--- src/vcr_pkg.sv ---
// Package with offsets, field layout and reset values of the second channel resource registers.
package vcr_pkg;

	// ----------------------------------------
	// Register offsets
	// ----------------------------------------
	localparam logic [11:0] VC1_CAP_OFFSET  = 12'h15c;
	localparam logic [11:0] VC1_CTRL_OFFSET = 12'h160;

	// ----------------------------------------
	// Capability reset values by channel count
	// ----------------------------------------
	localparam logic [7:0] ARB_CAP_ONE      = 8'h19;
	localparam logic [7:0] ARB_CAP_ZERO     = 8'h00;
	localparam logic [6:0] SLOTS_ONE        = 7'h7f;
	localparam logic [6:0] SLOTS_ZERO       = 7'h00;
	localparam logic [7:0] TABLE_OFS_ONE    = 8'h08;
	localparam logic [7:0] TABLE_OFS_ZERO   = 8'h00;
	localparam logic [2:0] CHAN_ID_ONE      = 3'h1;
	localparam logic [2:0] CHAN_ID_ZERO     = 3'h0;
	localparam logic [2:0] EXT_COUNT_ONE    = 3'h1;

	// ----------------------------------------
	// Control field positions and reset values
	// ----------------------------------------
	localparam int          MAP_LSB         = 0;
	localparam int          LOAD_BIT        = 16;
	localparam int          SEL_LSB         = 17;
	localparam int          ID_LSB          = 24;
	localparam int          EN_BIT          = 31;
	localparam logic [7:0]  MAP_RESET       = 8'h00;
	localparam logic [7:0]  MAP_WRITE_MASK  = 8'hfe;
	localparam logic [2:0]  SEL_RESET       = 3'h0;

	// Cycles the table load takes once started.
	localparam logic [3:0]  LOAD_CYCLES     = 4'h8;

	// Arbitration schemes accepted for this channel.
	typedef enum logic [2:0] {
		VCR_ARB_FIXED = 3'h0,
		VCR_ARB_WRR   = 3'h3,
		VCR_ARB_TWRR  = 3'h4
	} vcr_arb_type;

	// Configuration access request.
	typedef struct packed {
		logic        wr;
		logic        rd;
		logic [11:0] addr;
		logic [3:0]  be;
		logic [31:0] wdata;
	} vcr_req_type;

	// Presets from SMBus, I2C or EEPROM autoload.
	typedef struct packed {
		logic       valid;
		logic [6:0] slots;
		logic [7:0] map;
	} vcr_preset_type;

endpackage : vcr_pkg

--- src/vcr_resource_regs.sv ---
// Capability and control registers of the second virtual channel resource.
`timescale 1ns/1ps
`default_nettype none

module vcr_resource_regs (
	input  wire logic                 core_clk_in,
	input  wire logic                 rst_in,
	input  wire logic [2:0]           ext_count_in,
	input  wire vcr_pkg::vcr_req_type req_in,
	input  wire vcr_pkg::vcr_preset_type preset_in,
	input  wire logic                 entry_written_in,
	input  wire logic                 negotiating_in,
	output var  logic [31:0]          rdata_out,
	output var  logic                 rvalid_out,
	output var  logic [7:0]           traffic_class_channel_map_out,
	output var  vcr_pkg::vcr_arb_type arb_select_out,
	output var  logic [2:0]           chan_id_out,
	output var  logic                 channel_enable_out,
	output var  logic                 table_status_out,
	output var  logic                 neg_pending_out,
	output var  logic                 load_busy_out
);

	// ----------------------------------------
	// State
	// ----------------------------------------
	typedef struct packed {
		logic                 strap_done;
		logic                 one;
		logic [6:0]           slots;
		logic [7:0]           map;
		vcr_pkg::vcr_arb_type sel;
		logic [2:0]           id;
		logic                 en;
		logic                 load;
		logic [31:0]          rdata;
		logic                 rvalid;
	} vcr_state_type;

	vcr_state_type s_r;
	vcr_state_type s_nxt;
	logic          hit_cap;
	logic          hit_ctrl;
	logic [31:0]   cap_word;
	logic [31:0]   ctrl_word;
	logic          tbl_status;
	logic          neg_pending;
	logic          busy;

	assign hit_cap  = (req_in.addr == vcr_pkg::VC1_CAP_OFFSET);
	assign hit_ctrl = (req_in.addr == vcr_pkg::VC1_CTRL_OFFSET);

	// ----------------------------------------
	// Read words
	// ----------------------------------------
	// The capability word is built from the latched channel count, so it cannot glitch with the strap pin.
	always_comb begin
		cap_word = 32'h0000_0000;
		cap_word[7:0]   = s_r.one ? vcr_pkg::ARB_CAP_ONE : vcr_pkg::ARB_CAP_ZERO;
		cap_word[22:16] = s_r.slots;
		cap_word[31:24] = s_r.one ? vcr_pkg::TABLE_OFS_ONE : vcr_pkg::TABLE_OFS_ZERO;
	end

	always_comb begin
		ctrl_word = 32'h0000_0000;
		ctrl_word[vcr_pkg::MAP_LSB +: 8] = s_r.map;
		ctrl_word[vcr_pkg::SEL_LSB +: 3] = s_r.sel;
		ctrl_word[vcr_pkg::ID_LSB +: 3]  = s_r.id;
		ctrl_word[vcr_pkg::EN_BIT]       = s_r.en;
	end

	// ----------------------------------------
	// Next state
	// ----------------------------------------
	always_comb begin
		logic [2:0] wsel;
		wsel  = req_in.wdata[vcr_pkg::SEL_LSB +: 3];
		s_nxt = s_r;
		s_nxt.load   = 1'b0;
		s_nxt.rvalid = req_in.rd;
		s_nxt.rdata  = 32'h0000_0000;
		// Channel count is caught once after reset release, as a strap.
		if (!s_r.strap_done) begin
			s_nxt.strap_done = 1'b1;
			s_nxt.one   = (ext_count_in == vcr_pkg::EXT_COUNT_ONE);
			s_nxt.slots = (ext_count_in == vcr_pkg::EXT_COUNT_ONE) ? vcr_pkg::SLOTS_ONE : vcr_pkg::SLOTS_ZERO;
			s_nxt.id    = (ext_count_in == vcr_pkg::EXT_COUNT_ONE) ? vcr_pkg::CHAN_ID_ONE : vcr_pkg::CHAN_ID_ZERO;
		end else if (preset_in.valid) begin
			s_nxt.slots = preset_in.slots;
			s_nxt.map   = preset_in.map & vcr_pkg::MAP_WRITE_MASK;
		end else if (req_in.wr && hit_ctrl) begin
			if (req_in.be[0]) begin
				s_nxt.map = req_in.wdata[7:0] & vcr_pkg::MAP_WRITE_MASK;
			end
			if (req_in.be[2]) begin
				s_nxt.load = req_in.wdata[vcr_pkg::LOAD_BIT];
				unique case (wsel)
					vcr_pkg::VCR_ARB_WRR:  s_nxt.sel = vcr_pkg::VCR_ARB_WRR;
					vcr_pkg::VCR_ARB_TWRR: s_nxt.sel = vcr_pkg::VCR_ARB_TWRR;
					default:               s_nxt.sel = vcr_pkg::VCR_ARB_FIXED;
				endcase
			end
			if (req_in.be[3]) begin
				s_nxt.id = req_in.wdata[vcr_pkg::ID_LSB +: 3];
				s_nxt.en = req_in.wdata[vcr_pkg::EN_BIT];
			end
		end
		if (req_in.rd) begin
			s_nxt.rdata = hit_cap ? cap_word : (hit_ctrl ? ctrl_word : 32'h0000_0000);
		end
	end

	always_ff @(posedge core_clk_in or posedge rst_in) begin
		if (rst_in) begin
			s_r <= '{strap_done: 1'b0, one: 1'b0, slots: vcr_pkg::SLOTS_ZERO,
				map: vcr_pkg::MAP_RESET, sel: vcr_pkg::VCR_ARB_FIXED, id: vcr_pkg::CHAN_ID_ZERO,
				en: 1'b0, load: 1'b0, rdata: 32'h0000_0000, rvalid: 1'b0};
		end else begin
			s_r <= s_nxt;
		end
	end

	// ----------------------------------------
	// Table loader
	// ----------------------------------------
	vcr_table_loader u_loader (
		.core_clk_in      (core_clk_in),
		.rst_in           (rst_in),
		.entry_written_in (entry_written_in),
		.load_start_in    (s_r.load),
		.negotiating_in   (negotiating_in),
		.table_status_out (tbl_status),
		.neg_pending_out  (neg_pending),
		.load_busy_out    (busy)
	);

	always_comb begin
		rdata_out                     = s_r.rdata;
		rvalid_out                    = s_r.rvalid;
		traffic_class_channel_map_out = s_r.map;
		arb_select_out                = s_r.sel;
		chan_id_out                   = s_r.id;
		channel_enable_out            = s_r.en;
		table_status_out              = tbl_status;
		neg_pending_out               = neg_pending;
		load_busy_out                 = busy;
	end

	// ----------------------------------------
	// Checks
	// ----------------------------------------
	a_map_bit_zero: assert property (@(posedge core_clk_in) disable iff (rst_in)
		!traffic_class_channel_map_out[0])
		else $error("traffic class zero mapped");
	a_cap_reserved: assert property (@(posedge core_clk_in) disable iff (rst_in)
		s_r.rvalid && $past(req_in.rd && hit_cap) |-> rdata_out[15:8] == 8'h00 && !rdata_out[23])
		else $error("capability reserved bits set");
	a_cap_value: assert property (@(posedge core_clk_in) disable iff (rst_in)
		s_r.strap_done && s_r.one && req_in.rd && hit_cap |=> rdata_out[7:0] == 8'h19 && rdata_out[31:24] == 8'h08)
		else $error("capability value wrong");
	a_load_reads_zero: assert property (@(posedge core_clk_in) disable iff (rst_in)
		req_in.rd && hit_ctrl |=> !rdata_out[16] && rdata_out[23:20] == 4'h0)
		else $error("load strobe or reserved reads one");
	a_load_starts: assert property (@(posedge core_clk_in) disable iff (rst_in)
		s_r.strap_done && !preset_in.valid && req_in.wr && hit_ctrl && req_in.be[2] && req_in.wdata[16]
		|-> ##2 load_busy_out)
		else $error("table load not started");
	a_sel_legal: assert property (@(posedge core_clk_in) disable iff (rst_in)
		s_r.strap_done && !preset_in.valid && req_in.wr && hit_ctrl && req_in.be[2]
		&& !(req_in.wdata[19:17] inside {3'h0, 3'h3, 3'h4}) |=> arb_select_out == vcr_pkg::VCR_ARB_FIXED)
		else $error("illegal scheme accepted");
	a_enable_write: assert property (@(posedge core_clk_in) disable iff (rst_in)
		s_r.strap_done && !preset_in.valid && req_in.wr && hit_ctrl && req_in.be[3]
		|=> channel_enable_out == $past(req_in.wdata[31]))
		else $error("enable not written");
	a_unmapped_zero: assert property (@(posedge core_clk_in) disable iff (rst_in)
		req_in.rd && !hit_cap && !hit_ctrl |=> rdata_out == 32'h0000_0000)
		else $error("unmapped read not zero");
	a_ctrl_reserved: assert property (@(posedge core_clk_in) disable iff (rst_in)
		req_in.rd && hit_ctrl |=> rdata_out[15:8] == 8'h00 && rdata_out[30:27] == 4'h0)
		else $error("control reserved bits set");
	a_ctrl_readback: assert property (@(posedge core_clk_in) disable iff (rst_in)
		req_in.rd && hit_ctrl |=> rdata_out[7:0] == $past(traffic_class_channel_map_out)
		&& rdata_out[19:17] == $past(arb_select_out) && rdata_out[26:24] == $past(chan_id_out)
		&& rdata_out[31] == $past(channel_enable_out))
		else $error("control read does not match the stored fields");
	a_idle_zero: assert property (@(posedge core_clk_in) disable iff (rst_in)
		!req_in.rd |=> rdata_out == 32'h0000_0000 && !rvalid_out)
		else $error("read data shown without a read");

	// ----------------------------------------
	// Strap and reset values
	// ----------------------------------------
	// The strap cycle ignores bus and preset traffic, so one edge later the pure reset values must show.
	a_one_count: assert property (@(posedge core_clk_in) disable iff (rst_in)
		$rose(s_r.strap_done) |-> s_r.one == ($past(ext_count_in) == 3'h1))
		else $error("channel count not latched");
	a_slots_count: assert property (@(posedge core_clk_in) disable iff (rst_in)
		$rose(s_r.strap_done) |-> s_r.slots == (s_r.one ? 7'h7f : 7'h00))
		else $error("time slots reset value wrong");
	a_id_count: assert property (@(posedge core_clk_in) disable iff (rst_in)
		$rose(s_r.strap_done) |-> chan_id_out == (s_r.one ? 3'h1 : 3'h0))
		else $error("channel identifier reset value wrong");
	a_enable_reset: assert property (@(posedge core_clk_in) disable iff (rst_in)
		$rose(s_r.strap_done) |-> !channel_enable_out && traffic_class_channel_map_out == 8'h00
		&& arb_select_out == vcr_pkg::VCR_ARB_FIXED)
		else $error("control reset value wrong");
	a_cap_zero_count: assert property (@(posedge core_clk_in) disable iff (rst_in)
		s_r.strap_done && !s_r.one && req_in.rd && hit_cap
		|=> rdata_out[7:0] == 8'h00 && rdata_out[31:24] == 8'h00)
		else $error("capability not zero for count zero");

	// ----------------------------------------
	// Control writes
	// ----------------------------------------
	a_map_write: assert property (@(posedge core_clk_in) disable iff (rst_in)
		s_r.strap_done && !preset_in.valid && req_in.wr && hit_ctrl && req_in.be[0]
		|=> traffic_class_channel_map_out == ($past(req_in.wdata[7:0]) & 8'hfe))
		else $error("traffic class map not written");
	a_map_hold: assert property (@(posedge core_clk_in) disable iff (rst_in)
		!(req_in.wr && hit_ctrl && req_in.be[0]) && !preset_in.valid |=> $stable(traffic_class_channel_map_out))
		else $error("traffic class map changed without a write");
	a_sel_write: assert property (@(posedge core_clk_in) disable iff (rst_in)
		s_r.strap_done && !preset_in.valid && req_in.wr && hit_ctrl && req_in.be[2]
		&& req_in.wdata[19:17] inside {3'h0, 3'h3, 3'h4} |=> arb_select_out == $past(req_in.wdata[19:17]))
		else $error("legal scheme not stored");
	a_sel_hold: assert property (@(posedge core_clk_in) disable iff (rst_in)
		!(req_in.wr && hit_ctrl && req_in.be[2]) |=> $stable(arb_select_out))
		else $error("scheme changed without a write");
	a_id_write: assert property (@(posedge core_clk_in) disable iff (rst_in)
		s_r.strap_done && !preset_in.valid && req_in.wr && hit_ctrl && req_in.be[3]
		|=> chan_id_out == $past(req_in.wdata[26:24]))
		else $error("channel identifier not written");
	a_enable_hold: assert property (@(posedge core_clk_in) disable iff (rst_in)
		!(req_in.wr && hit_ctrl && req_in.be[3]) |=> $stable(channel_enable_out))
		else $error("enable changed without a write");
	a_write_ignored: assert property (@(posedge core_clk_in) disable iff (rst_in)
		s_r.strap_done && !preset_in.valid && req_in.wr && !hit_ctrl
		|=> $stable(chan_id_out) && $stable(channel_enable_out) && $stable(arb_select_out))
		else $error("write outside the control word took effect");
	a_load_pulse: assert property (@(posedge core_clk_in) disable iff (rst_in)
		!(s_r.strap_done && !preset_in.valid && req_in.wr && hit_ctrl && req_in.be[2] && req_in.wdata[16])
		|=> !s_r.load)
		else $error("table load strobe without a write");

	// ----------------------------------------
	// Presets
	// ----------------------------------------
	a_preset_slots: assert property (@(posedge core_clk_in) disable iff (rst_in)
		s_r.strap_done && preset_in.valid |=> s_r.slots == $past(preset_in.slots))
		else $error("time slots preset not applied");
	a_slots_hold: assert property (@(posedge core_clk_in) disable iff (rst_in)
		s_r.strap_done && !preset_in.valid |=> $stable(s_r.slots))
		else $error("time slots changed without a preset");
	a_preset_map: assert property (@(posedge core_clk_in) disable iff (rst_in)
		s_r.strap_done && preset_in.valid
		|=> traffic_class_channel_map_out == ($past(preset_in.map) & 8'hfe))
		else $error("traffic class map preset not applied");

	// ----------------------------------------
	// Table load and status
	// ----------------------------------------
	// A strobe that lands during a running load is merged into it, so only the length of one load is pinned.
	a_busy_length: assert property (@(posedge core_clk_in) disable iff (rst_in)
		$rose(load_busy_out) |-> load_busy_out[*8] ##1 !load_busy_out)
		else $error("table load length wrong");
	a_status_hold: assert property (@(posedge core_clk_in) disable iff (rst_in)
		table_status_out && !load_busy_out |=> table_status_out)
		else $error("table status cleared outside a load");
	a_pending_clear: assert property (@(posedge core_clk_in) disable iff (rst_in)
		!negotiating_in |=> !neg_pending_out)
		else $error("pending flag not cleared after negotiation");

	// ----------------------------------------
	// Coverage
	// ----------------------------------------
	c_enable: cover property (@(posedge core_clk_in) disable iff (rst_in) $rose(channel_enable_out));
	c_twrr: cover property (@(posedge core_clk_in) disable iff (rst_in) arb_select_out == vcr_pkg::VCR_ARB_TWRR);
	c_preset: cover property (@(posedge core_clk_in) disable iff (rst_in) s_r.strap_done && preset_in.valid);
	c_zero_count: cover property (@(posedge core_clk_in) disable iff (rst_in) $rose(s_r.strap_done) && !s_r.one);

endmodule : vcr_resource_regs

`default_nettype wire

--- src/vcr_table_loader.sv ---
// Table load sequencer and status flags for the second channel.
`timescale 1ns/1ps
`default_nettype none

module vcr_table_loader (
	input  wire logic core_clk_in,
	input  wire logic rst_in,
	input  wire logic entry_written_in,
	input  wire logic load_start_in,
	input  wire logic negotiating_in,
	output var  logic table_status_out,
	output var  logic neg_pending_out,
	output var  logic load_busy_out
);

	typedef enum logic [0:0] {VCR_IDLE, VCR_LOAD} vcr_lstate_type;

	typedef struct packed {
		vcr_lstate_type st;
		logic [3:0]     cnt;
		logic           status;
		logic           pending;
	} vcr_loader_type;

	vcr_loader_type s_r;
	vcr_loader_type s_nxt;

	always_comb begin
		s_nxt = s_r;
		s_nxt.pending = negotiating_in;
		unique case (s_r.st)
			VCR_IDLE: begin
				if (load_start_in) begin
					s_nxt.st  = VCR_LOAD;
					s_nxt.cnt = vcr_pkg::LOAD_CYCLES;
				end
			end
			VCR_LOAD: begin
				s_nxt.cnt = s_r.cnt - 4'h1;
				if (s_r.cnt == 4'h1) begin
					s_nxt.st     = VCR_IDLE;
					s_nxt.status = 1'b0;
				end
			end
		endcase
		// A write to an entry in the finishing cycle still marks the table dirty.
		if (entry_written_in) begin
			s_nxt.status = 1'b1;
		end
	end

	always_ff @(posedge core_clk_in or posedge rst_in) begin
		if (rst_in) begin
			s_r <= '{st: VCR_IDLE, cnt: 4'h0, status: 1'b0, pending: 1'b0};
		end else begin
			s_r <= s_nxt;
		end
	end

	assign table_status_out = s_r.status;
	assign neg_pending_out  = s_r.pending;
	assign load_busy_out    = (s_r.st == VCR_LOAD);

	a_load_clears: assert property (@(posedge core_clk_in) disable iff (rst_in)
		(s_r.st == VCR_IDLE && load_start_in && !entry_written_in)
		##1 (!entry_written_in)[*8] |=> !table_status_out)
		else $error("table status not cleared after load");
	a_entry_sets: assert property (@(posedge core_clk_in) disable iff (rst_in)
		entry_written_in |=> table_status_out)
		else $error("table status not set by entry write");
	a_pending_track: assert property (@(posedge core_clk_in) disable iff (rst_in)
		negotiating_in |=> neg_pending_out)
		else $error("pending flag not following negotiation");
	c_load_done: cover property (@(posedge core_clk_in) disable iff (rst_in)
		load_busy_out ##1 !load_busy_out);

endmodule : vcr_table_loader

`default_nettype wire
--- config.mk ---
export PLATFORM = sky130hd
export DESIGN_NAME = vcr_resource_regs
export DESIGN_NICKNAME = d
export VERILOG_FILES = /design/src/vcr_pkg.sv /design/src/vcr_resource_regs.sv /design/src/vcr_table_loader.sv
export SDC_FILE = /design/constraint.sdc
export NUM_CORES = 1
export LEC_CHECK = 0
export BUFFER_PORTS_ARGS = -buffer_cell sky130_fd_sc_hd__buf_2
export CAP_MARGIN = 15
export CORE_MARGIN = 5
export CORE_UTILIZATION = 28
export DETAILED_ROUTE_END_ITERATION = 10
export PLACE_DENSITY_LB_ADDON = 0.3
export REMOVE_ABC_BUFFERS = 1
export SETUP_SLACK_MARGIN = 0.1
export SYNTH_ARGS = -nofsm -noshare
export SYNTH_HDL_FRONTEND = slang
export SYNTH_SLANG_ARGS = --single-unit
export TNS_END_PERCENT = 1
--- constraint.sdc ---
create_clock -name core_clk_in -period 5.5 [get_ports core_clk_in]
set_clock_uncertainty 0.2 [all_clocks]
set_input_delay 1.1 -clock core_clk_in [delete_from_list [all_inputs] [get_ports core_clk_in]]
set_output_delay 1.1 -clock core_clk_in [all_outputs]
set_load 0.02 [all_outputs]
==> reports/results.ini, run 1 <==
[clock_tree]
cts_resized=0
clock_latency_ns=0.31
cts_buffer_depth=2
clock-sinks=51
cts_hold_buf=0
postCtsSetupBuffers=0
ctsRootBufferMaster=clkbuf_8
cts_tree=yes
cts_made_buffers=5
path_clk_slew_ns=0.09
htreeDepth=2

[synth]
synth_flop_cell=dfrtp_1
postSynthCellCount=219
synth-async-reset-ratio_pct=100
avgSynthCellArea_um2=11.4
ys_warn_count=0
synth_top_area_cell=dfrtp_1
syn_area_mm2=0.00250
synth-seq-cells=51
ys_seq_area_share_pct=51.0
synth_edf_count=0
ys_types=41
ys_top_cells_by_area=dfrtp_1, buf_4, mux2_2, and2_1, o221a_2
yosysTopAreaCellShare_pct=51.0

[power_and_ir_drop]
powerDensity_mw_per_mm2=253
seqPwrFrac_pct=54.5
vdd_ir_drop_max_mv=0.0865
p_sw_share_pct=25.7
leakagePower_uw=0.00153
p_clk_share_pct=33.5
pwr-share-comb_pct=12.0
switchingPower_uw=188
p_int_uw=542

[worst_setup_path]
path_depth=5
critPathBufInv=1
crit_path_max_incr_delay_ns=0.87
critPathTopFamily=simple AND/OR/NAND/NOR gates
rr_worst_depth=3
critical_path_class=input port to flop
r2r-start=s_r[57]$_DFF_PP0_
slowest_stage=nor4b_1
cp_cell_sequence=buf_2 > or4b_1 > nor4b_1 > nand2_1 > nand2_1
critPathRequiredTime_ns=5.54
crit_path_max_fanout=7
cpMostUsedCell=nand2_1
crit_path_end_kind=flop
setup.worst_path.start_class=input port
crit_start=req_in[45]
cp.arrival_ns=3.17

[outcome]
status=completed

[global_routing]
grt_pass1_vias=1697
grt_max_degree=52
grt_overflow_total=0
grt_use_total_pct=9.99
grt_pass1_wl_um=8730
antenna_found_initial=0

[timing]
setup_violations=0
hold_viol_final=0
relSlewSlack_pct=31.1
rsz0062_at_grt=false
fin_crit_ns=3.14
post-route-period-util_pct=57.0
drv_slew=0
tightest_slew_ns=1.02
fin_setup_tns_ns=0
hold_ws_ns=0.281
max_freq_mhz=319

[flow_run]
max-cap-violations=0

[drt]
via_per_inst=4.30
drt_iter0_markers=70
ant_nets=0
wl_um=5470
vias=1668
avgRoutedWirePerCell_um=14.1
dr.pass1.iters=4
drc=0

[die]
core_area_mm2=0.00872
start_util_pct=28.7
fp.dieW_um=105
io-pin-count=124
num_rows=34
die_h_um=105
fp.dieArea_mm2=0.0109

[finish]
multi_input_area_um2=881
finalNetCount=354
drive_gt1_share_pct=48.2
fillers=904
area_growth_pct=15.7
ff_latch_area_mm2=0.00128
antenna_cells=0

[min_path]
hold_start=u_loader.table_status_out$_DFFE_PP0P_
hold_class=flop to flop
hold_depth=1

[placement]
post-dp-hpwl_um=4080
port_buffers=91
gp_congestion=0.725

## routing by layer
metal  vias to the layer above  track usage (%)  part of all wire [%]
met4                         0             2.50                  0.99
met1                       793             13.1                    43
met3                         5             3.54                   7.9
met2                        71             15.7                    48
met5                         -                0                     0
li1                        799                -                     -
## power by group through the flow
stage	clock [µW]	combinational, µW	sequential (µW)
after global placement	0	88.4	406
final	245	87.8	398
after floorplan	0	41.6	413
after global routing	273	96.9	400
after detailed placement	0	89.1	406
after CTS	254	89.6	399
## flip-flops by register name, indices dropped and copies added (netlist names)
signal and flops:
u_loader.load_busy_out 1, channel_enable_out 1, u_loader.s_r 4, s_r 3, rvalid_out 1, traffic_class_channel_map_out 7, u_loader.neg_pending_out 1, arb_select_out 2
chan_id_out 3, u_loader.table_status_out 1, rdata_out 20, cap_word 7
## through the flow
step                worst slack (ns)  power (µW)  util, %  cell area, µm²  cells
CTS                             2.21         742     33.2            2890    388
global route                    2.05         770     33.2            2890    388
floorplan                       2.58         455        -            2180    179
global placement                1.87         494     32.0            2790    380
detailed placement              1.90         495     32.0            2790    380
finish                          2.36         731     33.2            2890    388
## layout by cell type, fill, tap and decap left out, types with 2 or more instances in the layout
cell and instances:
conb_1 14, or4b_4 2, nor2_1 6, nor3b_1 2
nor2b_1 3, dfrtp_1 51, nand2_1 12, clkbuf_8 7
ha_1 2, buf_4 2, buf_2 91, nor3_1 2
nand2b_1 2, a21o_1 9, nand3_1 2, nor4b_1 2
o21ai_0 2, o221a_2 7, or2_2 7, mux2_2 11
a21oi_1 3, nor4_2 2, and2_1 13, inv_1 6
mux2i_1 2
## cell usage after synthesis, types with 3 or more instances
cell type / count
inv_1: 7
nor2_1: 6
nor2b_1: 3
dfrtp_1: 51
o221a_2: 7
a21oi_1: 3
mux2_2: 11
buf_4: 46
clkbuf_1: 5
a21o_1: 9
or2_2: 7
nand2_1: 12
and2_1: 13
## final timing paths
check | endpoint | slack, ns
worst max-delay path | rdata_out[4]$_DFF_PP0_ | 2.36
worst min register to register | u_loader.table_status_out$_DFFE_PP0P_ | 0.28
worst max register to register | traffic_class_channel_map_out[7]$_DFFE_PP0P_ | 3.48
worst min-delay path | u_loader.table_status_out$_DFFE_PP0P_ | 0.28
min in group asynchronous | arb_select_out[2]$_DFFE_PP0P_ | 0.76
max in group asynchronous | rdata_out[2]$_DFF_PP0_ | 3.89
## area by class of cell
class	count	area share [%]
inverters	7	0.908
clock buffers	7	3.33
flip-flops and latches	51	44.1
well taps	108	4.67
clock inverters	1	0.260
multi-input cells	121	30.4
repair buffers	93	16.3
## cell families after synthesis
group                      synth area share, %
and+or+nand+nor                           16.9
buffers and inverters                     15.8
DFF                                       51.0
muxes                                     5.75
adders and majority gates                 1.00
other                                    0.300
xor gates and xnor gates                 0.350
AOI/OAI and AO/OA                         8.85
## worst reg2reg max path, stage by stage (launching register included)
cell     delay [ns]
dfrtp_1        0.76
nand3_1        0.25
o31ai_4        0.47
o221a_2        0.27
No activity file was read; power rests on OpenSTA's default activity.
==> run 2: changes to the inputs <==
ABC_AREA = 1   (was default)
clock period = 2.8 ns   (was 5.5 ns; I/O delays follow)
==> run 2 against run 1 <==
Against the previous run: core utilization down 0.72 points; largest cell class unchanged; highest routed layer is now met5; critical path depth increased by 2; global-route usage grew 0.29 points.
==> reports/results.ini, run 2 <==
[outcome]
status=completed

[placement]
dp_slack_ns=0.549
gp_congestion=0.743
post-dp-hpwl_um=4820
port_buffers=91
dp_cells=515

[power_and_ir_drop]
p_total_uw=1450
leakagePower_uw=0.00181
vdd_ir_drop_max_mv=0.232
powerDensity_mw_per_mm2=465

[synth]
ys_seq_area_share_pct=46.9
synthMuxAreaShare_pct=0
synth_top_area_cell=dfrtp_1
synth.most_common_cell=nand2_1
synth_flop_cell=dfrtp_1
postSynthCellCount=331
syn_area_mm2=0.00272
synth_edf_count=0
synth-xor-area-share_pct=0
synth_simple_gate_area_share_pct=28.1
synth_top_family_by_area=simple AND/OR/NAND/NOR gates
ys_types=30
synthAdderAreaFrac_pct=0.919
ys_warn_count=0
synth_commonest_cells=nand2_1, dfrtp_1, buf_4
synth-async-reset-ratio_pct=100
synth-compound-area-share_pct=3.67
ys_top_cells_by_area=dfrtp_1, buf_4, nand2_1, nor2_1, inv_1
synth-seq-cells=51
avgSynthCellArea_um2=8.23
yosysTopAreaCellShare_pct=46.9

[timing]
post-route-period-util_pct=67.7
drv_slew=0
fin_setup_tns_ns=0
relSlewSlack_pct=61.5
hold_viol_final=0
tightest_slew_ns=0.577
fin_crit_ns=1.89
setup_violations=0
rsz0062_at_grt=false
fin_ws_ns=0.905
max_freq_mhz=528

[drt]
wl_um=6180
vias=2144
ant_nets=0
dr.pass1.iters=4
avgRoutedWirePerCell_um=11.8
drt_iter0_markers=62
via_per_inst=4.11
drc=0

[global_routing]
antenna_found_initial=1
grt_pass1_vias=1991
grt_overflow_total=0
grt_use_total_pct=10.3
grt_max_degree=27
grt_pass1_wl_um=9520

[clock_tree]
cts_buffer_depth=2
ctsRootBufferMaster=clkbuf_8
cts_resized=0
cts_made_buffers=5
cts_hold_buf=0
cts_tree=yes
clock_latency_ns=0.29
postCtsSetupBuffers=0
clock-sinks=51
path_clk_slew_ns=0.09
htreeDepth=2

[die]
num_rows=36
start_util_pct=28.3
fp.dieW_um=109
core_area_mm2=0.00964
fp.dieArea_mm2=0.0118
io-pin-count=124
die_h_um=109

[worst_setup_path]
reg2reg_slack_ns=1.28
crit_path_end_kind=flop
setup.worst_path.start_class=input port
critical_path_class=input port to flop
crit_path_max_fanout=12
cp.arrival_ns=1.87
critPathRequiredTime_ns=2.77

[finish]
final_common_cell=buf_2
finalNetCount=464
final_cells=522
area_growth_pct=14.8
finish.utilization_pct=32.5
final_cell_mix=buf_2, nand2_1, dfrtp_1, nor2_1, inv_1
largest_register_ffs=20
drive_gt1_share_pct=29.0
antenna_cells=0

[min_path]
hold_class=input port to asynchronous set/reset pin

[flow_run]
max-cap-violations=0

## run 2: changes by cell type in the layout (fill, tap and decap cells not counted), moves of 5 or more
cell / change
or2_2: -7
nor2_1: +34
a21o_1: -9
nand2_1: +65
and2_1: -13
o221a_2: -7
mux2_2: -11
nand4_1: +12
inv_1: +32
nand3_1: +21
o211ai_1: +5
## run 2: cells by family after synthesis
family / count (synthesis)
other cells: 2
fa+ha+maj: 2
compound gates: 16
flops: 51
simple gates: 165
buf+inv: 95
## run 2: final timing paths
check	from	end	cells after the start
min reg2reg	u_loader.s_r[5]$_DFFE_PP0P_	u_loader.s_r[5]$_DFFE_PP0P_	1
max reg2reg	s_r[57]$_DFF_PP0_	traffic_class_channel_map_out[4]$_DFFE_PP0P_	7
max in group asynchronous	rst_in	rdata_out[1]$_DFF_PP0_	3
min	rst_in	rvalid_out$_DFF_PP0_	2
max	req_in[47]	rdata_out[3]$_DFF_PP0_	7
min in group core_clk_in	negotiating_in	u_loader.neg_pending_out$_DFF_PP0_	1
## run 2: worst max-delay path, cell delays in order
cell	delay [ns]
buf_2	0.10
nor2_1	0.10
nand2_1	0.10
nor2_4	0.34
nand2_1	0.16
nand2_1	0.36
o21ai_1	0.13
## run 2: area by class of cell
type,count,area (µm²)
well taps,133,166
clock buffers,6,72.6
fillers,1086,6510
flip-flops and latches,51,1280
repair buffers,94,490
inverters,40,150
clock inverters,1,30.0
multi-input cells,197,942
## run 2: metrics by stage
stage	hold slack (ns)	area [µm²]
final	0.115	3130
after global routing	0.149	3130
after global placement	0.262	3030
after detailed placement	0.275	3030
after floorplan	0.248	2370
after CTS	0.129	3130
## run 2: metal layers
layer	up-vias	routed length [µm]	track usage [%]
met4	2	85	3.34
met2	56	3000	16.8
met5	-	13	0
met3	7	382	2.13
li1	1087	-	-
met1	992	2690	13.6
## run 2: where the power goes
part	switching (µW)	total, µW	internal (µW)
Clock	233	495	262
Sequential	15.1	775	760
Combinational	121	184	63.3
==> run 3: changes to the inputs <==
clock period = 1.75 ns   (was 2.8 ns; I/O delays follow)
==> run 3 against run 2 <==
Against the previous run: combinational power is 70% higher; routed wire length is 2.7% higher; sequential share of layout area is 1.3 points lower; highest routed layer unchanged; final area is 3.2% higher; non-clock buffer count is 13 higher; via count is 2.8% higher; clock power is 34% higher; sequential cell count stayed put.
==> reports/results.ini, run 3 (synthesis gave the netlist of run 2 again) <==
[outcome]
status=completed

[timing]
fin_ws_ns=0.261
hold_viol_final=0
rsz0062_at_grt=false
hold_ws_ns=0.0471
setup_violations=0
post-route-period-util_pct=85.1
fin_crit_ns=1.49
fin_setup_tns_ns=0
drv_slew=0
max_freq_mhz=672

[global_routing]
grt_overflow_total=0
grt_use_total_pct=10.7
grt_max_degree=26
antenna_found_initial=2
grt_pass1_vias=2044
grt_pass1_wl_um=9920

[worst_setup_path]
r2r-start=s_r[57]$_DFF_PP0_
timing.rr.end=arb_select_out[2]$_DFFE_PP0P_
path_depth=7
critical_path_class=flop to flop
cp.arrival_ns=1.49
crit_path_max_incr_delay_ns=0.41
reg2reg_slack_ns=0.26
cp_cell_sequence=inv_1 > nor2_1 > inv_1 > nor2_2 > nand2_2 > nand2_1 > nand2_1
critPathTopFamily=simple AND/OR/NAND/NOR gates
setup.worst_path.start_class=flop
critPathRequiredTime_ns=1.75
rr_worst_depth=7
crit_path_max_fanout=6
slowest_stage=dfrtp_1
crit_path_end_kind=flop
critPathBufInv=2

[die]
fp.dieArea_mm2=0.0118
num_rows=36
fp.dieW_um=109
start_util_pct=28.3
core_area_mm2=0.00964
die_h_um=109
io-pin-count=124

[clock_tree]
clock_latency_ns=0.30
cts_made_buffers=5
clock-sinks=51
cts_tree=yes
path_clk_slew_ns=0.09
cts_buffer_depth=2
htreeDepth=2
ctsRootBufferMaster=clkbuf_8
postCtsSetupBuffers=0

[power_and_ir_drop]
powerDensity_mw_per_mm2=687
leakagePower_uw=0.00187
vdd_ir_drop_max_mv=0.331
p_total_uw=2220

[flow_run]
max-cap-violations=0

[drt]
wl_um=6350
via_per_inst=4.11
vias=2203
drt_iter0_markers=100
avgRoutedWirePerCell_um=11.8
ant_nets=0
dr.pass1.iters=4
drc=0

[min_path]
hold_class=input port to flop
hold_start=entry_written_in
hold_path_end=u_loader.table_status_out$_DFFE_PP0P_
hold_depth=2

[finish]
antenna_cells=0
drive_gt1_share_pct=31.3
largest_register_ffs=20
area_growth_pct=18.5
ff_latch_area_mm2=0.00128
final_cells=536
final_common_cell=buf_2
finalNetCount=477
final_cell_mix=buf_2, nand2_1, dfrtp_1, nor2_1, inv_1
fillers=1054
multi_input_area_um2=945

[placement]
post-dp-hpwl_um=5130
dp_cells=526
gp_congestion=0.745
port_buffers=91
dp_slack_ns=-0.00380

-- run 3: cell count changes in the layout (fill, tap and decap cells not counted) --
| cell | change |
|---|---|
| clkinvlp_4 | +1 |
| nor2_2 | +1 |
| bufinv_16 | -1 |
| buf_12 | +1 |
| dlygate4sd3_1 | +2 |
| buf_4 | +10 |
| clkinv_2 | +1 |
| nor2_1 | -1 |
-- run 3: final cells by class --
type | instances | area share [%]
Sequential cell | 51 | 39.5
Multi-Input combinational cell | 197 | 29.3
Timing Repair Buffer | 107 | 18.8
Tap cell | 133 | 5.16
Inverter | 40 | 4.65
Clock buffer | 6 | 2.25
Clock inverter | 2 | 0.388
-- run 3: timing repair --
| item | in CTS | in global routing |
|---|---|---|
| setup endpoints to repair | 0 | 2 |
| resized for setup | 0 | 1 |
| hold buffers | 2 | 0 |
| hold endpoints to repair | 15 | 0 |
-- run 3: how the worst max path moves through the flow --
stage	from	end
final	s_r[57]$_DFF_PP0_	arb_select_out[2]$_DFFE_PP0P_
after global routing	s_r[57]$_DFF_PP0_	arb_select_out[1]$_DFFE_PP0P_
after global placement	req_in[40]	rdata_out[18]$_DFF_PP0_
after detailed placement	req_in[40]	rdata_out[2]$_DFF_PP0_
after CTS	s_r[57]$_DFF_PP0_	arb_select_out[2]$_DFFE_PP0P_
after floorplan	rst_in	arb_select_out[1]$_DFFE_PP0P_
-- run 3: report_power, final --
part	internal [µW]	switching (µW)	total, µW
Clock	280	383	664
Sequential	1220	27.9	1240
Combinational	116	196	312
-- run 3: stage by stage --
step                cell area (µm²)  util [%]
floorplan                      2370         -
global placement               3120      32.4
detailed placement             3120      32.4
CTS                            3230      33.5
global route                   3230      33.5
finish                         3230      33.5
-- run 3: per-layer routing --
metal / global-route usage [%] / share of wire, %
met3: 2.72 / 6.8
met2: 17.7 / 49
met5: 0 / 0.43
met4: 3.25 / 1.4
met1: 13.8 / 42
